## src/inc/mps_pkg.sv

```systemverilog
/*
  mps_pkg: shared constants and types for the modem power state sequencer and its host end.
  Assumes a single 40 MHz clock shared by both ends.
*/
package mps_pkg;
  localparam int unsigned CLK_HZ        = 40_000_000;
  // recovery and profile times, as printed
  localparam int unsigned OFF_WAKE_MS    = 25;
  localparam int unsigned HIB_WAKE_MS    = 20;
  localparam int unsigned DOZE_WAKE_US   = 300;
  localparam int unsigned WARMUP_US      = 144;
  localparam int unsigned CCA_US         = 134;
  localparam int unsigned ED_US          = 198;
  // cycle counts derived from the clock rate
  localparam int unsigned OFF_WAKE_CYC   = OFF_WAKE_MS * (CLK_HZ / 1000);
  localparam int unsigned HIB_WAKE_CYC   = HIB_WAKE_MS * (CLK_HZ / 1000);
  localparam int unsigned DOZE_WAKE_CYC  = DOZE_WAKE_US * (CLK_HZ / 1_000_000);
  localparam int unsigned WARMUP_CYC     = WARMUP_US * (CLK_HZ / 1_000_000);
  localparam int unsigned CCA_CYC        = CCA_US * (CLK_HZ / 1_000_000);
  localparam int unsigned ED_CYC         = ED_US * (CLK_HZ / 1_000_000);
  // default clock output divider: 40 MHz / (2 x 610 half period) ~ 32.787 kHz
  localparam int unsigned MODEM_CLOCK_OUT_HALF_DEF  = 610;
  localparam int unsigned CNT_W          = 24;
  localparam int unsigned DIV_W          = 16;
  localparam logic [DIV_W-1:0] MODEM_CLOCK_OUT_HALF_RST = DIV_W'(MODEM_CLOCK_OUT_HALF_DEF);

  typedef enum logic [2:0] {
    MPS_PS_OFF,
    MPS_PS_HIBERNATE,
    MPS_PS_DOZE,
    MPS_PS_IDLE,
    MPS_PS_ACTIVE
  } mps_power_e;

  typedef enum logic [2:0] {
    MPS_OP_NONE,
    MPS_OP_CCA,
    MPS_OP_ED,
    MPS_OP_RX,
    MPS_OP_TX,
    MPS_OP_HIBERNATE,
    MPS_OP_DOZE
  } mps_op_e;
endpackage

```

## src/inc/mps_link_if.sv

```systemverilog
/*
  mps_link_if: pins between the host and the modem sequencer.
  Assumes both ends run on the same clock; the testbench joins them.
*/
`timescale 1ns/1ps
interface mps_link_if;
  import mps_pkg::*;
  logic         reset_n;          // host drives; low holds modem Off
  logic         attention_n;      // host drives; low wakes modem
  logic         op_valid;         // host programs one operation
  mps_op_e      op_code;
  logic         op_ready;         // modem accepts operations
  logic         modem_clock_out_keep_doze;   // keep clock running in doze
  logic         modem_clock_out_enable;      // clock output enable
  logic         attention_n_irq_en;      // attention interrupt enable
  logic [15:0]  modem_clock_out_half;        // clock output half period in cycles
  logic [23:0]  doze_time;        // doze wake timer, cycles
  logic [15:0]  op_len;           // rx/tx length, cycles
  logic         attention_n_irq;         // modem attention interrupt pulse
  logic         timer_irq;        // modem timer interrupt pulse
  logic         op_done;          // operation back in idle, pulse
  logic         modem_clock_out;
  mps_power_e   power_state;

  modport modem (input reset_n, attention_n, op_valid, op_code, modem_clock_out_keep_doze, modem_clock_out_enable,
                 attention_n_irq_en, modem_clock_out_half, doze_time, op_len,
                 output op_ready, attention_n_irq, timer_irq, op_done, modem_clock_out, power_state);
  modport host (output reset_n, attention_n, op_valid, op_code, modem_clock_out_keep_doze, modem_clock_out_enable,
                attention_n_irq_en, modem_clock_out_half, doze_time, op_len,
                input op_ready, attention_n_irq, timer_irq, op_done, modem_clock_out, power_state);
endinterface

```

## src/mps_modem.sv

```systemverilog
/*
  mps_modem: modem power state sequencer (low-power states, wake, clock output, active ops).
  Assumes the host end drives the link pins from this same clock (only reset and attention pins synchronised here).
*/
// What this block does
// - reset release: idle, attention irq, clock within 25ms
// - attention low leaves hibernate within 20ms
// - hibernate exit: irq and clock only if enabled
// - doze ends by timer or attention, 300us+period
// - clock optionally runs in doze, restarts after
// - doze exit: attention irq or timer irq
// - clock stopped in off and hibernate
// - host releases low power, waits clock
// - every operation starts and ends in idle
// - host programs each operation separately
// - host does cca, tx if clear, rx (host gets no cca result; tx is issued as commanded)
// - assessment starts with 144us warm-up
// - cca 134us, ed 198us, then idle
`timescale 1ns/1ps
module mps_modem
  import mps_pkg::*;
#(parameter int unsigned OFF_START_CYC = OFF_WAKE_CYC,
  parameter int unsigned HIB_START_CYC = HIB_WAKE_CYC) (
  input  wire logic clk_i,
  input  wire logic rst_b_i,
  mps_link_if.modem link
);
  import mps_pkg::*;

  if (OFF_START_CYC < 1 || OFF_START_CYC > OFF_WAKE_CYC || HIB_START_CYC < 1 || HIB_START_CYC > HIB_WAKE_CYC)
    $error("mps_modem: start-up counts must lie between 1 and the maximum recovery time");
  typedef enum {
    MPS_SQ_OFF, MPS_SQ_WAKE, MPS_SQ_HIB, MPS_SQ_DOZE, MPS_SQ_IDLE, MPS_SQ_WARM, MPS_SQ_MEAS
  } mps_seq_e;

  // three-flop pin synchronisers
  logic [2:0] rst_sync_q, rst_sync_d;
  logic [2:0] attention_n_sync_q, attention_n_sync_d;
  logic       rst_pin_q, rst_pin_d;
  logic       attention_n_pin_q, attention_n_pin_d;
  logic       attention_n_fall;

  always_comb begin
    rst_sync_d  = {rst_sync_q[1:0], link.reset_n};
    attention_n_sync_d = {attention_n_sync_q[1:0], link.attention_n};
    rst_pin_d   = (rst_sync_q[2] == rst_sync_q[1]) ? rst_sync_q[2] : rst_pin_q;
    attention_n_pin_d  = (attention_n_sync_q[2] == attention_n_sync_q[1]) ? attention_n_sync_q[2] : attention_n_pin_q;
  end

  always_ff @(posedge clk_i or negedge rst_b_i) begin
    if (!rst_b_i) begin
      rst_sync_q  <= 3'h0;
      attention_n_sync_q <= 3'h7;
      rst_pin_q   <= 1'b0;
      attention_n_pin_q  <= 1'b1;
    end else begin
      rst_sync_q  <= rst_sync_d;
      attention_n_sync_q <= attention_n_sync_d;
      rst_pin_q   <= rst_pin_d;
      attention_n_pin_q  <= attention_n_pin_d;
    end
  end

  assign attention_n_fall = attention_n_pin_q && !attention_n_pin_d;

  // sequencer state
  mps_seq_e         seq_q, seq_d;
  logic [CNT_W-1:0] cnt_q, cnt_d;
  logic             from_off_q, from_off_d;
  logic             hib_wake_q, hib_wake_d;
  logic             by_attention_n_q, by_attention_n_d;
  logic             clk_run_q, clk_run_d;
  logic [DIV_W-1:0] half_q, half_d;
  logic             attention_n_irq_q, attention_n_irq_d;
  logic             timer_irq_q, timer_irq_d;
  logic             done_q, done_d;
  logic             keep_doze_q, keep_doze_d;

  always_comb begin
    seq_d       = seq_q;
    cnt_d       = cnt_q;
    from_off_d  = from_off_q;
    hib_wake_d  = hib_wake_q;
    by_attention_n_d   = by_attention_n_q;
    clk_run_d   = clk_run_q;
    half_d      = half_q;
    attention_n_irq_d  = 1'b0;
    timer_irq_d = 1'b0;
    done_d      = 1'b0;
    keep_doze_d = keep_doze_q;
    if (!rst_pin_q) begin
      seq_d     = MPS_SQ_OFF;
      clk_run_d = 1'b0;
      half_d    = MODEM_CLOCK_OUT_HALF_RST;
    end else begin
      case (seq_q)
        MPS_SQ_OFF: begin
          seq_d      = MPS_SQ_WAKE;
          cnt_d      = CNT_W'(OFF_START_CYC - 1);
          from_off_d = 1'b1;
          hib_wake_d = 1'b0;
        end
        MPS_SQ_HIB: begin
          clk_run_d = 1'b0;
          if (attention_n_fall) begin
            seq_d      = MPS_SQ_WAKE;
            cnt_d      = CNT_W'(HIB_START_CYC - 1);
            from_off_d = 1'b0;
            hib_wake_d = 1'b1;
          end
        end
        MPS_SQ_DOZE: begin
          clk_run_d = keep_doze_q && link.modem_clock_out_enable;
          if (!hib_wake_q && (attention_n_fall || cnt_q == '0)) begin
            hib_wake_d = 1'b1;
            by_attention_n_d  = attention_n_fall;
            cnt_d      = CNT_W'(DOZE_WAKE_CYC) + CNT_W'(half_q) + CNT_W'(half_q) - 1'b1;
          end else if (hib_wake_q) begin
            if (cnt_q == '0) begin
              seq_d       = MPS_SQ_IDLE;
              hib_wake_d  = 1'b0;
              clk_run_d   = 1'b1;
              attention_n_irq_d  = by_attention_n_q && link.attention_n_irq_en;
              timer_irq_d = !by_attention_n_q;
            end else begin
              cnt_d = cnt_q - 1'b1;
            end
          end else begin
            cnt_d = cnt_q - 1'b1;
          end
        end
        MPS_SQ_WAKE: begin
          if (cnt_q == '0) begin
            seq_d = MPS_SQ_IDLE;
            if (from_off_q) begin
              attention_n_irq_d = 1'b1;
              clk_run_d  = 1'b1;
            end else begin
              attention_n_irq_d = link.attention_n_irq_en;
              clk_run_d  = link.modem_clock_out_enable;
            end
          end else begin
            cnt_d = cnt_q - 1'b1;
          end
        end
        MPS_SQ_IDLE: begin
          clk_run_d = link.modem_clock_out_enable;
          half_d    = (link.modem_clock_out_half == '0) ? half_q : link.modem_clock_out_half;
          if (link.op_valid) begin
            case (link.op_code)
              MPS_OP_CCA, MPS_OP_ED: begin
                seq_d     = MPS_SQ_WARM;
                cnt_d     = CNT_W'(WARMUP_CYC - 1);
                by_attention_n_d = (link.op_code == MPS_OP_ED);
              end
              MPS_OP_RX, MPS_OP_TX: begin
                seq_d     = MPS_SQ_MEAS;
                cnt_d     = CNT_W'(WARMUP_CYC) + CNT_W'(link.op_len);
                by_attention_n_d = 1'b0;
              end
              MPS_OP_HIBERNATE: begin
                seq_d     = MPS_SQ_HIB;
                clk_run_d = 1'b0;
              end
              MPS_OP_DOZE: begin
                seq_d       = MPS_SQ_DOZE;
                keep_doze_d = link.modem_clock_out_keep_doze;
                clk_run_d   = link.modem_clock_out_keep_doze && link.modem_clock_out_enable;
                cnt_d       = (link.doze_time == '0) ? '0 : link.doze_time - 1'b1;
                hib_wake_d  = 1'b0;
              end
              default: seq_d = MPS_SQ_IDLE;
            endcase
          end
        end
        MPS_SQ_WARM: begin
          if (cnt_q == '0) begin
            seq_d = MPS_SQ_MEAS;
            cnt_d = by_attention_n_q ? CNT_W'(ED_CYC - 1) : CNT_W'(CCA_CYC - 1);
          end else begin
            cnt_d = cnt_q - 1'b1;
          end
        end
        MPS_SQ_MEAS: begin
          if (cnt_q == '0) begin
            seq_d  = MPS_SQ_IDLE;
            done_d = 1'b1;
          end else begin
            cnt_d = cnt_q - 1'b1;
          end
        end
        default: seq_d = MPS_SQ_OFF;
      endcase
    end
  end

  always_ff @(posedge clk_i or negedge rst_b_i) begin
    if (!rst_b_i) begin
      seq_q       <= MPS_SQ_OFF;
      cnt_q       <= '0;
      from_off_q  <= 1'b1;
      hib_wake_q  <= 1'b0;
      by_attention_n_q   <= 1'b0;
      clk_run_q   <= 1'b0;
      half_q      <= MODEM_CLOCK_OUT_HALF_RST;
      attention_n_irq_q  <= 1'b0;
      timer_irq_q <= 1'b0;
      done_q      <= 1'b0;
      keep_doze_q <= 1'b0;
    end else begin
      seq_q       <= seq_d;
      cnt_q       <= cnt_d;
      from_off_q  <= from_off_d;
      hib_wake_q  <= hib_wake_d;
      by_attention_n_q   <= by_attention_n_d;
      clk_run_q   <= clk_run_d;
      half_q      <= half_d;
      attention_n_irq_q  <= attention_n_irq_d;
      timer_irq_q <= timer_irq_d;
      done_q      <= done_d;
      keep_doze_q <= keep_doze_d;
    end
  end

  // clock output divider
  logic [DIV_W-1:0] div_q, div_d;
  logic             modem_clock_out_q, modem_clock_out_d;

  always_comb begin
    div_d  = div_q;
    modem_clock_out_d = modem_clock_out_q;
    if (!clk_run_q) begin
      div_d  = '0;
      modem_clock_out_d = 1'b0;
    end else if (div_q >= half_q - 1'b1) begin
      div_d  = '0;
      modem_clock_out_d = !modem_clock_out_q;
    end else begin
      div_d = div_q + 1'b1;
    end
  end

  always_ff @(posedge clk_i or negedge rst_b_i) begin
    if (!rst_b_i) begin
      div_q  <= '0;
      modem_clock_out_q <= 1'b0;
    end else begin
      div_q  <= div_d;
      modem_clock_out_q <= modem_clock_out_d;
    end
  end

  mps_power_e ps;
  always_comb begin
    case (seq_q)
      MPS_SQ_OFF:              ps = MPS_PS_OFF;
      MPS_SQ_HIB:              ps = MPS_PS_HIBERNATE;
      MPS_SQ_WAKE:             ps = from_off_q ? MPS_PS_OFF : MPS_PS_HIBERNATE;
      MPS_SQ_DOZE:             ps = MPS_PS_DOZE;
      MPS_SQ_IDLE:             ps = MPS_PS_IDLE;
      default:                 ps = MPS_PS_ACTIVE;
    endcase
  end

  assign link.power_state     = ps;
  assign link.op_ready        = (seq_q == MPS_SQ_IDLE);
  assign link.attention_n_irq        = attention_n_irq_q;
  assign link.timer_irq       = timer_irq_q;
  assign link.op_done         = done_q;
  assign link.modem_clock_out = modem_clock_out_q;
endmodule // mps_modem

```

## src/flat_wrapper.sv

```systemverilog
// flat-port wrapper written by rule: the top's interface ports become plain ports
module mps_modem_flat import mps_pkg::*;
#(parameter int unsigned OFF_START_CYC = OFF_WAKE_CYC,
  parameter int unsigned HIB_START_CYC = HIB_WAKE_CYC)
  (clk_i, rst_b_i, link_reset_n, link_attention_n, link_op_valid, link_op_code, link_modem_clock_out_keep_doze, link_modem_clock_out_enable, link_attention_n_irq_en, link_modem_clock_out_half, link_doze_time, link_op_len, link_op_ready, link_attention_n_irq, link_timer_irq, link_op_done, link_modem_clock_out, link_power_state);
  mps_link_if link_i ();
  input  wire logic clk_i;
  input  wire logic rst_b_i;
  input wire logic [$bits(link_i.reset_n)-1:0] link_reset_n;
  input wire logic [$bits(link_i.attention_n)-1:0] link_attention_n;
  input wire logic [$bits(link_i.op_valid)-1:0] link_op_valid;
  input wire logic [$bits(link_i.op_code)-1:0] link_op_code;
  input wire logic [$bits(link_i.modem_clock_out_keep_doze)-1:0] link_modem_clock_out_keep_doze;
  input wire logic [$bits(link_i.modem_clock_out_enable)-1:0] link_modem_clock_out_enable;
  input wire logic [$bits(link_i.attention_n_irq_en)-1:0] link_attention_n_irq_en;
  input wire logic [$bits(link_i.modem_clock_out_half)-1:0] link_modem_clock_out_half;
  input wire logic [$bits(link_i.doze_time)-1:0] link_doze_time;
  input wire logic [$bits(link_i.op_len)-1:0] link_op_len;
  output wire logic [$bits(link_i.op_ready)-1:0] link_op_ready;
  output wire logic [$bits(link_i.attention_n_irq)-1:0] link_attention_n_irq;
  output wire logic [$bits(link_i.timer_irq)-1:0] link_timer_irq;
  output wire logic [$bits(link_i.op_done)-1:0] link_op_done;
  output wire logic [$bits(link_i.modem_clock_out)-1:0] link_modem_clock_out;
  output wire logic [$bits(link_i.power_state)-1:0] link_power_state;
  assign link_i.reset_n = link_reset_n;
  assign link_i.attention_n = link_attention_n;
  assign link_i.op_valid = link_op_valid;
  assign link_i.op_code = link_op_code;
  assign link_i.modem_clock_out_keep_doze = link_modem_clock_out_keep_doze;
  assign link_i.modem_clock_out_enable = link_modem_clock_out_enable;
  assign link_i.attention_n_irq_en = link_attention_n_irq_en;
  assign link_i.modem_clock_out_half = link_modem_clock_out_half;
  assign link_i.doze_time = link_doze_time;
  assign link_i.op_len = link_op_len;
  assign link_op_ready = link_i.op_ready;
  assign link_attention_n_irq = link_i.attention_n_irq;
  assign link_timer_irq = link_i.timer_irq;
  assign link_op_done = link_i.op_done;
  assign link_modem_clock_out = link_i.modem_clock_out;
  assign link_power_state = link_i.power_state;
  mps_modem #(.OFF_START_CYC(OFF_START_CYC), .HIB_START_CYC(HIB_START_CYC)) u_core (.clk_i(clk_i), .rst_b_i(rst_b_i), .link(link_i));
endmodule
```

## config.mk

```make
export PLATFORM = sky130hd
export DESIGN_NAME = mps_modem_flat
export DESIGN_NICKNAME = d
export VERILOG_FILES = /design/src/inc/mps_pkg.sv /design/src/inc/mps_link_if.sv /design/src/mps_modem.sv /design/src/flat_wrapper.sv
export SDC_FILE = /design/constraint.sdc
export NUM_CORES = 1
export LEC_CHECK = 0
export BUFFER_PORTS_ARGS = -buffer_cell sky130_fd_sc_hd__clkbuf_2
export CORE_MARGIN = 2
export CORE_UTILIZATION = 50
export DETAILED_ROUTE_END_ITERATION = 7
export PLACE_DENSITY = 0.71
export RECOVER_POWER = 100
export SLEW_MARGIN = 20
export SYNTH_ARGS = -nofsm -noshare
export SYNTH_HDL_FRONTEND = slang
export SYNTH_SLANG_ARGS = --single-unit
```

## constraint.sdc

```tcl
create_clock -name clk_i -period 3.9 [get_ports clk_i]
set_input_delay 0.585 -clock clk_i [delete_from_list [all_inputs] [get_ports clk_i]]
set_output_delay 0.585 -clock clk_i [all_outputs]
set_load 0.01 [all_outputs]
```

# Word-level counts from Yosys, hierarchy flattened
# Index checks and enable logic that the tools add are counted.
[op_classes]
add_sub_neg = 8
order_cmp = 1
eq_ne = 31
mux = 66
reduce_logical = 29
[op_table]
columns = ["cell", "n"]
rows = [
  ["2-to-1 mux 32 bit", 7],
  ["one-hot mux 32 bit (6 select lines)", 1],
  ["2-to-1 mux 24 bit", 7],
  ["one-hot mux 24 bit (6 select lines)", 1],
  ["equality test 32 x 3 -> 1 bit (second input constant)", 3],
  ["2-to-1 mux 16 bit", 5],
  ["one-hot mux 24 bit (3 select lines)", 1],
  ["subtractor 24 x 1 -> 24 bit (second input constant)", 3],
  ["equality test 32 x 2 -> 1 bit (second input constant)", 2],
  ["logical NOT 24 bit", 2],
  ["2-to-1 mux 1 bit", 34],
  ["equality test 32 x 1 -> 1 bit (second input constant)", 1],
  ["equality test 32 x 4 -> 1 bit (second input constant)", 1],
  ["logical NOT 32 bit", 1],
  ["adder 24 x 16 -> 24 bit", 1],
  ["AND reduction 5 bit", 4],
  ["!= test 3 bit (second input constant)", 6],
  ["adder 13 x 16 -> 17 bit (first input constant)", 1],
  ["adder 14 x 16 -> 17 bit (first input constant)", 1],
  ["adder 16 x 1 -> 16 bit (second input constant)", 1],
  ["greater-or-equal comparator 16 bit", 1],
  ["logical NOT 16 bit", 1],
  ["subtractor 16 x 1 -> 16 bit (second input constant)", 1],
  ["one-hot mux 3 bit (5 select lines)", 1],
  ["23 further kinds", 48],
]
[totals]
ff_bits = 105
inputBits = 67
output_inout_bits = 8

# Depth between registers and ports, before layout
# Gate-level depths: netlist of the first run.
[depth]
word_depth = 9
mapped_depth = 18
depth_no_buf = 18

# Worst setup path before layout of the first run
# Ideal clock, no wire load.
[synth_timing]
kind = "reg-to-reg"
start = "reg u_core.half_q[5]"
end = "reg u_core.cnt_q[21]"
arrival_ns = 3.761
t_required_ns = 3.764
path_slack_ns = 0.003
stages_incl_launch_ff = 17
n_path_buf = 0
period_less_slack_ns = 3.897
cell_sequence = "dfstp_2 > inv_1 > ha_1 > nand2_1 > nand2_1 > inv_1 > ha_1 > xnor2_1 > ha_1 > ha_1 > nand2_1 > a2111oi_0 > nor3_1 > o41ai_1 > a21oi_1 > nor4b_1 > o21ai_0"
[synth_via]
elab_chain_cells = 5
[synth_lines]
columns = ["element", "line", "rtl"]
rows = [
  ["start: declaration", "mps_modem.sv:73", "logic [DIV_W-1:0] half_q, half_d;"],
  ["start signal: assignment", "mps_modem.sv:217", "half_q <= half_d;"],
  ["adder 14 x 16 -> 17 bit", "mps_modem.sv:117", "cnt_d = CNT_W'(DOZE_WAKE_CYC) + CNT_W'(half_q) + CNT_W'(half_q) - 1'b1;"],
  ["adder 24 x 16 -> 24 bit (*)", "mps_modem.sv:117", ""],
  ["subtractor 24 x 1 -> 24 bit (*)", "mps_modem.sv:117", ""],
  ["2-to-1 mux 24 bit (*)", "mps_modem.sv:114", "if (!hib_wake_q && (attention_n_fall || cnt_q == '0)) begin"],
  ["one-hot mux 24 bit (6 select lines) (*)", "mps_modem.sv:96", "case (seq_q)"],
  ["end signal: assignment", "mps_modem.sv:212", "cnt_q <= cnt_d;"],
  ["end: declaration", "mps_modem.sv:68", "logic [CNT_W-1:0] cnt_q, cnt_d;"],
]
# Every way passes the cells marked *; elsewhere a longest branch is shown, timed or not.
# A chain may end at the register's enable or synchronous reset.

# Final worst setup path of the first run
[layout_timing]
start = "reg u_core.half_q[7]"
end = "reg u_core.cnt_q[13]"
# Same word-level chain as after synthesis.

==> results of run 1 <==
==> what timing repair did <==
action                     in CTS  in global routing
setup endpoints to repair       3                 26
setup buffers                   0                  2
gates resized for setup         3                 20
pin swaps                       1                  3
hold endpoints to repair        0                  0
==> cell usage in the layout, fill, tap and decap left out, types with 9 or more instances in the layout <==
cell,Yosys,layout
clkbuf_2,0,67
dfrtp_1,67,67
nand3_1,28,28
xor2_1,32,32
a21o_1,13,13
nand2b_1,9,9
nor4_1,24,24
buf_4,2,25
nor3_1,32,32
and3_1,11,11
nand2_1,79,76
or3_1,14,13
o21ai_0,53,52
inv_1,52,52
clkbuf_1,30,13
clkbuf_16,0,9
nor2_1,103,103
o22ai_1,11,11
a21oi_1,45,41
xnor2_1,63,62
a22oi_1,9,9
ha_1,69,67
mux2i_1,14,14
==> cells in the mapped netlist (all sizes together) (3+ instances only) <==
cell,instances,area [µm²]
a31oi,7,43.8
o21ai,54,274
o22ai,11,68.8
mux2i,14,140
nor2b,7,43.8
nor2,103,387
nand2b,9,56.3
nor3b,3,22.5
xnor2,63,552
and2,8,52.6
a2111oi,3,26.3
xor2,32,280
or4,5,41.3
dfrtp,67,1680
o31ai,3,22.5
buf,4,31.3
nand4,6,37.5
o211ai,4,30.0
nand3,28,140
nor4,25,171
dfstp,9,236
nand2,79,297
and3,11,68.8
a21o,13,97.6
o41ai,4,35.0
o221ai,7,61.3
clkbuf,30,113
a22oi,9,67.6
a2bb2oi,4,35.0
a311oi,3,26.3
ha,69,863
a211oi,8,60.1
nor3,33,170
a21oi,46,234
inv,52,195
or3,14,87.6
nor4b,3,26.3
a221oi,4,35.0
o22a,4,35.0
==> critical path, cell delays in order, from the launching register on <==
cell,delay [ns]
dfrtp_1,0.42
or3_4,0.40
inv_1,0.08
o21ai_0,0.08
ha_1,0.35
xnor2_2,0.15
ha_1,0.34
ha_4,0.25
buf_4,0.15
a21o_1,0.18
nand2_2,0.10
o31ai_4,0.07
buf_4,0.14
or3_1,0.33
a21oi_1,0.18
xnor2_1,0.17
nand2_1,0.14
a22oi_1,0.18
==> final timing paths <==
path | endpoint | from | cells after the start
setup / recovery | u_core.cnt_q[13] | u_core.half_q[7] | 17
hold / removal | u_core.attention_n_sync_q[0] | link_attention_n | 1
setup reg to reg | u_core.cnt_q[13] | u_core.half_q[7] | 17
hold reg to reg | u_core.rst_sync_q[1] | u_core.rst_sync_q[0] | 0
max in group asynchronous | u_core.cnt_q[17] | rst_b_i | 1
min in group asynchronous | u_core.seq_q[1] | rst_b_i | 1
==> layout make-up <==
class                      instances  area (µm²)
sequential                        76        1910
inverter                          52         195
timing repair buffer             105         576
multi-input combinational        732        5040
fill                            1270        5660
tap                              180         225
clock buffer                      11         243
clock inverter                     5        85.1
==> logic make-up (layout without fill, tap and decap cells) <==
group	Yosys count	after routing	synth area share
flops	76	76	0.266
mux	16	16	0.0227
simple gates	341	341	0.231
fa+ha+maj	72	72	0.126
buf+inv	86	173	0.0472
compound gates	208	208	0.190
xor+xnor	95	95	0.116
==> state kept, by name (all words and copies together), names as in the netlist, 3 cells and up <==
| signal | count |
|---|---|
| u_core.attention_n_sync_q | 3 |
| u_core.cnt_q | 24 |
| u_core.div_q | 16 |
| u_core.half_q | 16 |
| u_core.rst_sync_q | 3 |
| u_core.seq_q | 3 |
==> metal layers <==
metal / track usage / part of all wire
met1: 0.373 / 0.45
met3: 0.0453 / 0.067
met5: 0 / 0
met2: 0.425 / 0.45
met4: 0.113 / 0.034
==> stage by stage <==
step,util,worst slack (ns),instance area (µm²),setup TNS [ns]
floorplan,-,0.00284,7180,0
global placement,0.563,-0.104,7850,-0.144
detailed placement,0.563,-0.166,7850,-0.252
CTS,0.588,0.0387,8190,0
global route,0.594,-0.0502,8280,-0.216
finish,0.594,0.114,8280,0
==> power breakdown <==
group | switching, mW | internal, mW
sequential | 0.203 | 0.933
combinational | 1.77 | 1.36
clock | 0.357 | 0.581
total | 2.33 | 2.88
==> results by group, run 1 <==
STA
  • Final hold violation count: 0
  • Period utilization: 0.971
  • Final Skew: 0.00861 ns
  • Setup Viol. Count Final: 0
  • Worst slack on hold paths: 0.319 ns
  • Tmin final: 3.79 ns
  • Worst rel slew slack: -0.273
  • RSZ-0062 raised after global routing: true
  • Max Fclk: 264 MHz
  • Fin. max-slew vios: 77
  • Worst-margin pin slew: 1.91 ns

Cells and area
  • Net count, final: 1113
  • Share of layout cells above drive strength 1: 0.147
  • Ant diodes: 0
  • Area growth syn-to-layout: 15.3%
  • Final Non-Filler Cells: 1161

Setup path
  • Reg2Reg Setup Slack: 0.11 ns
  • Critical Path AT: 4.05 ns
  • Type of origin of the critical path: flop
  • CP endpoint kind: flop
  • Worst EP required: 4.16 ns
  • CP max FO: 4
  • CP Class: flop to flop

Synth
  • Synth Warn #: 0
  • Syn Area/Cell: 8.03 µm²
  • Post-synth EDFFs: 0
  • Asr flop ratio synth: 1.00
  • Synth Register Bits: 76
  • Primary FF master, synth: dfrtp_1
  • Post-Synthesis Cell Area: 7180 µm²
  • Sequential element share of the synthesized area: 0.266
  • Syn Inst Count: 894
  • Cell variety after synth: 72
  • Net Count, Synth: 1031

GRT
  • Largest net degree at the start of global routing: 77
  • Total Routing Usage GR: 0.272
  • First-pass GRT wire length: 32400 µm
  • GRT Residual Overflow: 0
  • Initial antenna violation count: 0
  • Number of global-route vias before repair: 6489

Clock tree
  • Post-CTS Hold Fix Bufs: 0
  • Clock insertion delay at the later pin of the skew report: 0.35 ns
  • Num CTS Buffers: 9
  • Maximum root-to-sink buffer count: 2
  • Max H-tree Level: 3
  • Root buffer cell: clkbuf_16
  • Clk sinks: 76
  • Worst-path clk slew: 0.06 ns
  • CTS tree: built

Floorplanning
  • Die width: 124 µm
  • Starting Density: 0.515
  • Core ar.: 13900 µm²
  • Chip height: 124 µm
  • Die area: 15300 µm²
  • # rows: 43
  • I/O pin count: 75

Drt
  • Residual DRC: 0
  • Iteration-0 DRC Markers: 643
  • DRT Pass-1 Iters: 6
  • Wire per inst: 17.1 µm
  • Routed wire length: 19900 µm
  • Vias: 6941
  • Final ANT Viol Nets: 0
  • Vias per cell: 5.98

Hold path
  • Hold Crit Class: primary input to flop

Status
  • Failing checks: max-capacitance violations, max-slew violations
  • Status: finished with violations

Flow run
  • Max Cap Violations: 1

Placement
  • Detailed placement HPWL: 15000 µm
  • Gpl congestion: 0.970
  • Buffers on Ports: 74
  • Placed Instances: 1143

Power and ir drop
  • Power Total: 5.21 mW
  • Lkg Pwr: 3.60 nW
  • Power Dens Cells: 629 nW/µm²
  • Maximum vdd drop: 0.306 mV
Power figures use the tool's default switching activity.
==> run 2: changes to the inputs <==
--- a/config.mk
+++ b/config.mk
@@ -10,2 +10,3 @@
 export CORE_UTILIZATION = 50
+export CTS_CLUSTER_DIAMETER = 50
 export DETAILED_ROUTE_END_ITERATION = 7
==> constraint.sdc (replaced) <==
create_clock -name clk_i -period 3.9 [get_ports clk_i]
set_input_delay 0.78 -clock clk_i [delete_from_list [all_inputs] [get_ports clk_i]]
set_output_delay 0.78 -clock clk_i [all_outputs]
set_load 0.01 [all_outputs]
==> results by group, run 2 (synthesis gave the netlist of run 1 again) <==
Cells and area
  • Biggest register: u_core.cnt_q
  • Finished Core Util: 0.594
  • Net count, final: 1113
  • Design Area, Final: 8280 µm²
  • Leading cell type in the layout, fill and taps excluded: nor2_1
  • Filler cells: 1296
  • Ant diodes: 0
  • Max reg flops: 24
  • Share of layout cells above drive strength 1: 0.154
  • Area growth syn-to-layout: 15.3%
  • Top flop regs: u_core.cnt_q (24), u_core.div_q (16), u_core.half_q (16)
  • Final Non-Filler Cells: 1161
  • Most frequent cells in the layout: 103 x nor2_1, 77 x nand2_1, 67 x clkbuf_2, 67 x dfrtp_1, 66 x ha_1

STA
  • Final hold violation count: 0
  • Period utilization: 0.954
  • Setup Viol. Count Final: 0
  • Final Skew: 0.00965 ns
  • Max Fclk: 269 MHz
  • RSZ-0062 raised after global routing: true
  • Worst-margin pin slew: 1.93 ns
  • TNS Setup: 0 ns
  • Worst rel slew slack: -0.283
  • Tmin final: 3.72 ns
  • Fin. max-slew vios: 77
  • Worst slack on hold paths: 0.358 ns

Power and ir drop
  • Clock power frac: 0.180
  • Switching portion of total power: 0.454
  • Power Dens Cells: 634 nW/µm²
  • Lkg Pwr: 3.60 nW
  • Combinational power share: 0.599
  • Switching pwr: 2.38 mW
  • Internal power: 2.87 mW
  • Sequential share of power: 0.221
  • Maximum vdd drop: 0.335 mV

GRT
  • First-pass GRT wire length: 31600 µm
  • Number of global-route vias before repair: 6345
  • GRT Residual Overflow: 0
  • Initial antenna violation count: 0
  • Largest net degree at the start of global routing: 77
  • Total Routing Usage GR: 0.267

Placement
  • Detailed placement HPWL: 15100 µm
  • Placement Cell Area: 7860 µm²
  • Placed Instances: 1144
  • Gpl congestion: 0.947
  • Buffers on Ports: 74

Clock tree
  • Max H-tree Level: 3
  • Clock insertion delay at the later pin of the skew report: 0.35 ns
  • Worst-path clk slew: 0.07 ns
  • Clk sinks: 76
  • CTS tree: built
  • Maximum root-to-sink buffer count: 2
  • Root buffer cell: clkbuf_16
  • Num CTS Buffers: 9
  • Post-CTS Hold Fix Bufs: 0

Setup path
  • CP max FO: 6
  • CP endpoint kind: flop
  • Type of origin of the critical path: flop
  • Crit path max-delay family: adder cells
  • Worst path max stage delay: 0.58 ns
  • Crit-path cells: inv_2 > ha_2 > nand2_1 > nand2_2 > nand3_2 > ha_1 > xnor2_1 > ha_1 > ha_4 > inv_2 > a2111oi_4 > nor3_2 > o41ai_2 > buf_4 > xnor2_1 > nor2_1 > o32a_1
  • CP Class: flop to flop
  • Slowest CP cell: dfstp_2
  • Worst EP required: 4.14 ns
  • Worst Path Buf+Inv: 3
  • Critical Path AT: 3.96 ns

Drt
  • Metal2 WL: 9230 µm
  • Residual DRC: 0
  • Iteration-0 DRC Markers: 617
  • Vias per cell: 5.96
  • Wire length on met1: 9090 µm
  • Routed wl met3: 1260 µm
  • Vias: 6918
  • DR top layer: met4
  • Routed wire length: 20200 µm
  • Final ANT Viol Nets: 0
  • DRT Pass-1 Iters: 6
  • Wire per inst: 17.4 µm

Flow run
  • Max Cap Violations: 1

Floorplanning
  • Chip height: 124 µm
  • Core ar.: 13900 µm²
  • Starting Density: 0.515
  • Die area: 15300 µm²
  • Die width: 124 µm
  • I/O pin count: 75
  • # rows: 43

Hold path
  • Hold Crit Class: flop to flop

Status
  • Status: finished with violations
  • Failing checks: max-capacitance violations, max-slew violations
## run 2: layout make-up
cell class	count	area, µm²	share of cell area
Clock buffer	9	225	0.0272
Clock inverter	7	98.8	0.0119
Inverter	52	195	0.0236
Multi-Input combinational cell	732	5040	0.609
Sequential cell	76	1910	0.231
Tap cell	180	225	0.0272
Timing Repair Buffer	105	579	0.0700
## run 2: power by group through the flow
stage	Clock [mW]	Sequential [mW]	Combinational, mW
finish	0.944	1.16	3.15
global route	0.988	1.19	3.45
CTS	0.952	1.16	2.91
detailed placement	0	1.17	2.86
global placement	0	1.17	2.83
floorplan	0	1.06	2.20
## run 2: path summary, 6_finish.rpt
| check | startpoint | to | slack [ns] | cells past startpoint |
|---|---|---|---|---|
| max in group asynchronous | rst_b_i | u_core.cnt_q[12] | 1.80 | 1 |
| min | u_core.rst_sync_q[0] | u_core.rst_sync_q[1] | 0.36 | 0 |
| min in group asynchronous | rst_b_i | u_core.keep_doze_q | 0.96 | 1 |
| max reg2reg | u_core.half_q[5] | u_core.cnt_q[17] | 0.18 | 17 |
| min reg2reg | u_core.rst_sync_q[0] | u_core.rst_sync_q[1] | 0.36 | 0 |
| max | u_core.half_q[5] | u_core.cnt_q[17] | 0.18 | 17 |
## run 2: worst register-to-register path, delay by kind of cell, from the launching register on
family | cells | cell delay [ns]
XOR/XNOR | 2 | 0.25
buffers and inverters | 3 | 0.31
flip-flops | 1 | 0.58
adder cells (fa/ha/maj) | 4 | 1.03
AO/OA/AOI/OAI | 3 | 1.02
AND/OR/NAND/NOR | 5 | 0.43
## run 2: timing repair
item,CTS,global route
pin swaps,1,7
buffers inserted,0,1
resized for setup,3,24
setup endpoints to repair,4,17
## run 2: metrics by stage
step	setup slack, ns	power, mW
final	0.179	5.25
after global routing	-0.0234	5.63
after CTS	0.0461	5.02
after detailed placement	-0.145	4.02
after global placement	-0.0903	4.00
after floorplan	0.00284	3.26
## run 2: per-layer routing
layer,up-vias,GRT usage
met1,3222,0.367
met4,0,0.107
li1,3379,-
met3,40,0.0435
met2,277,0.420
met5,-,0
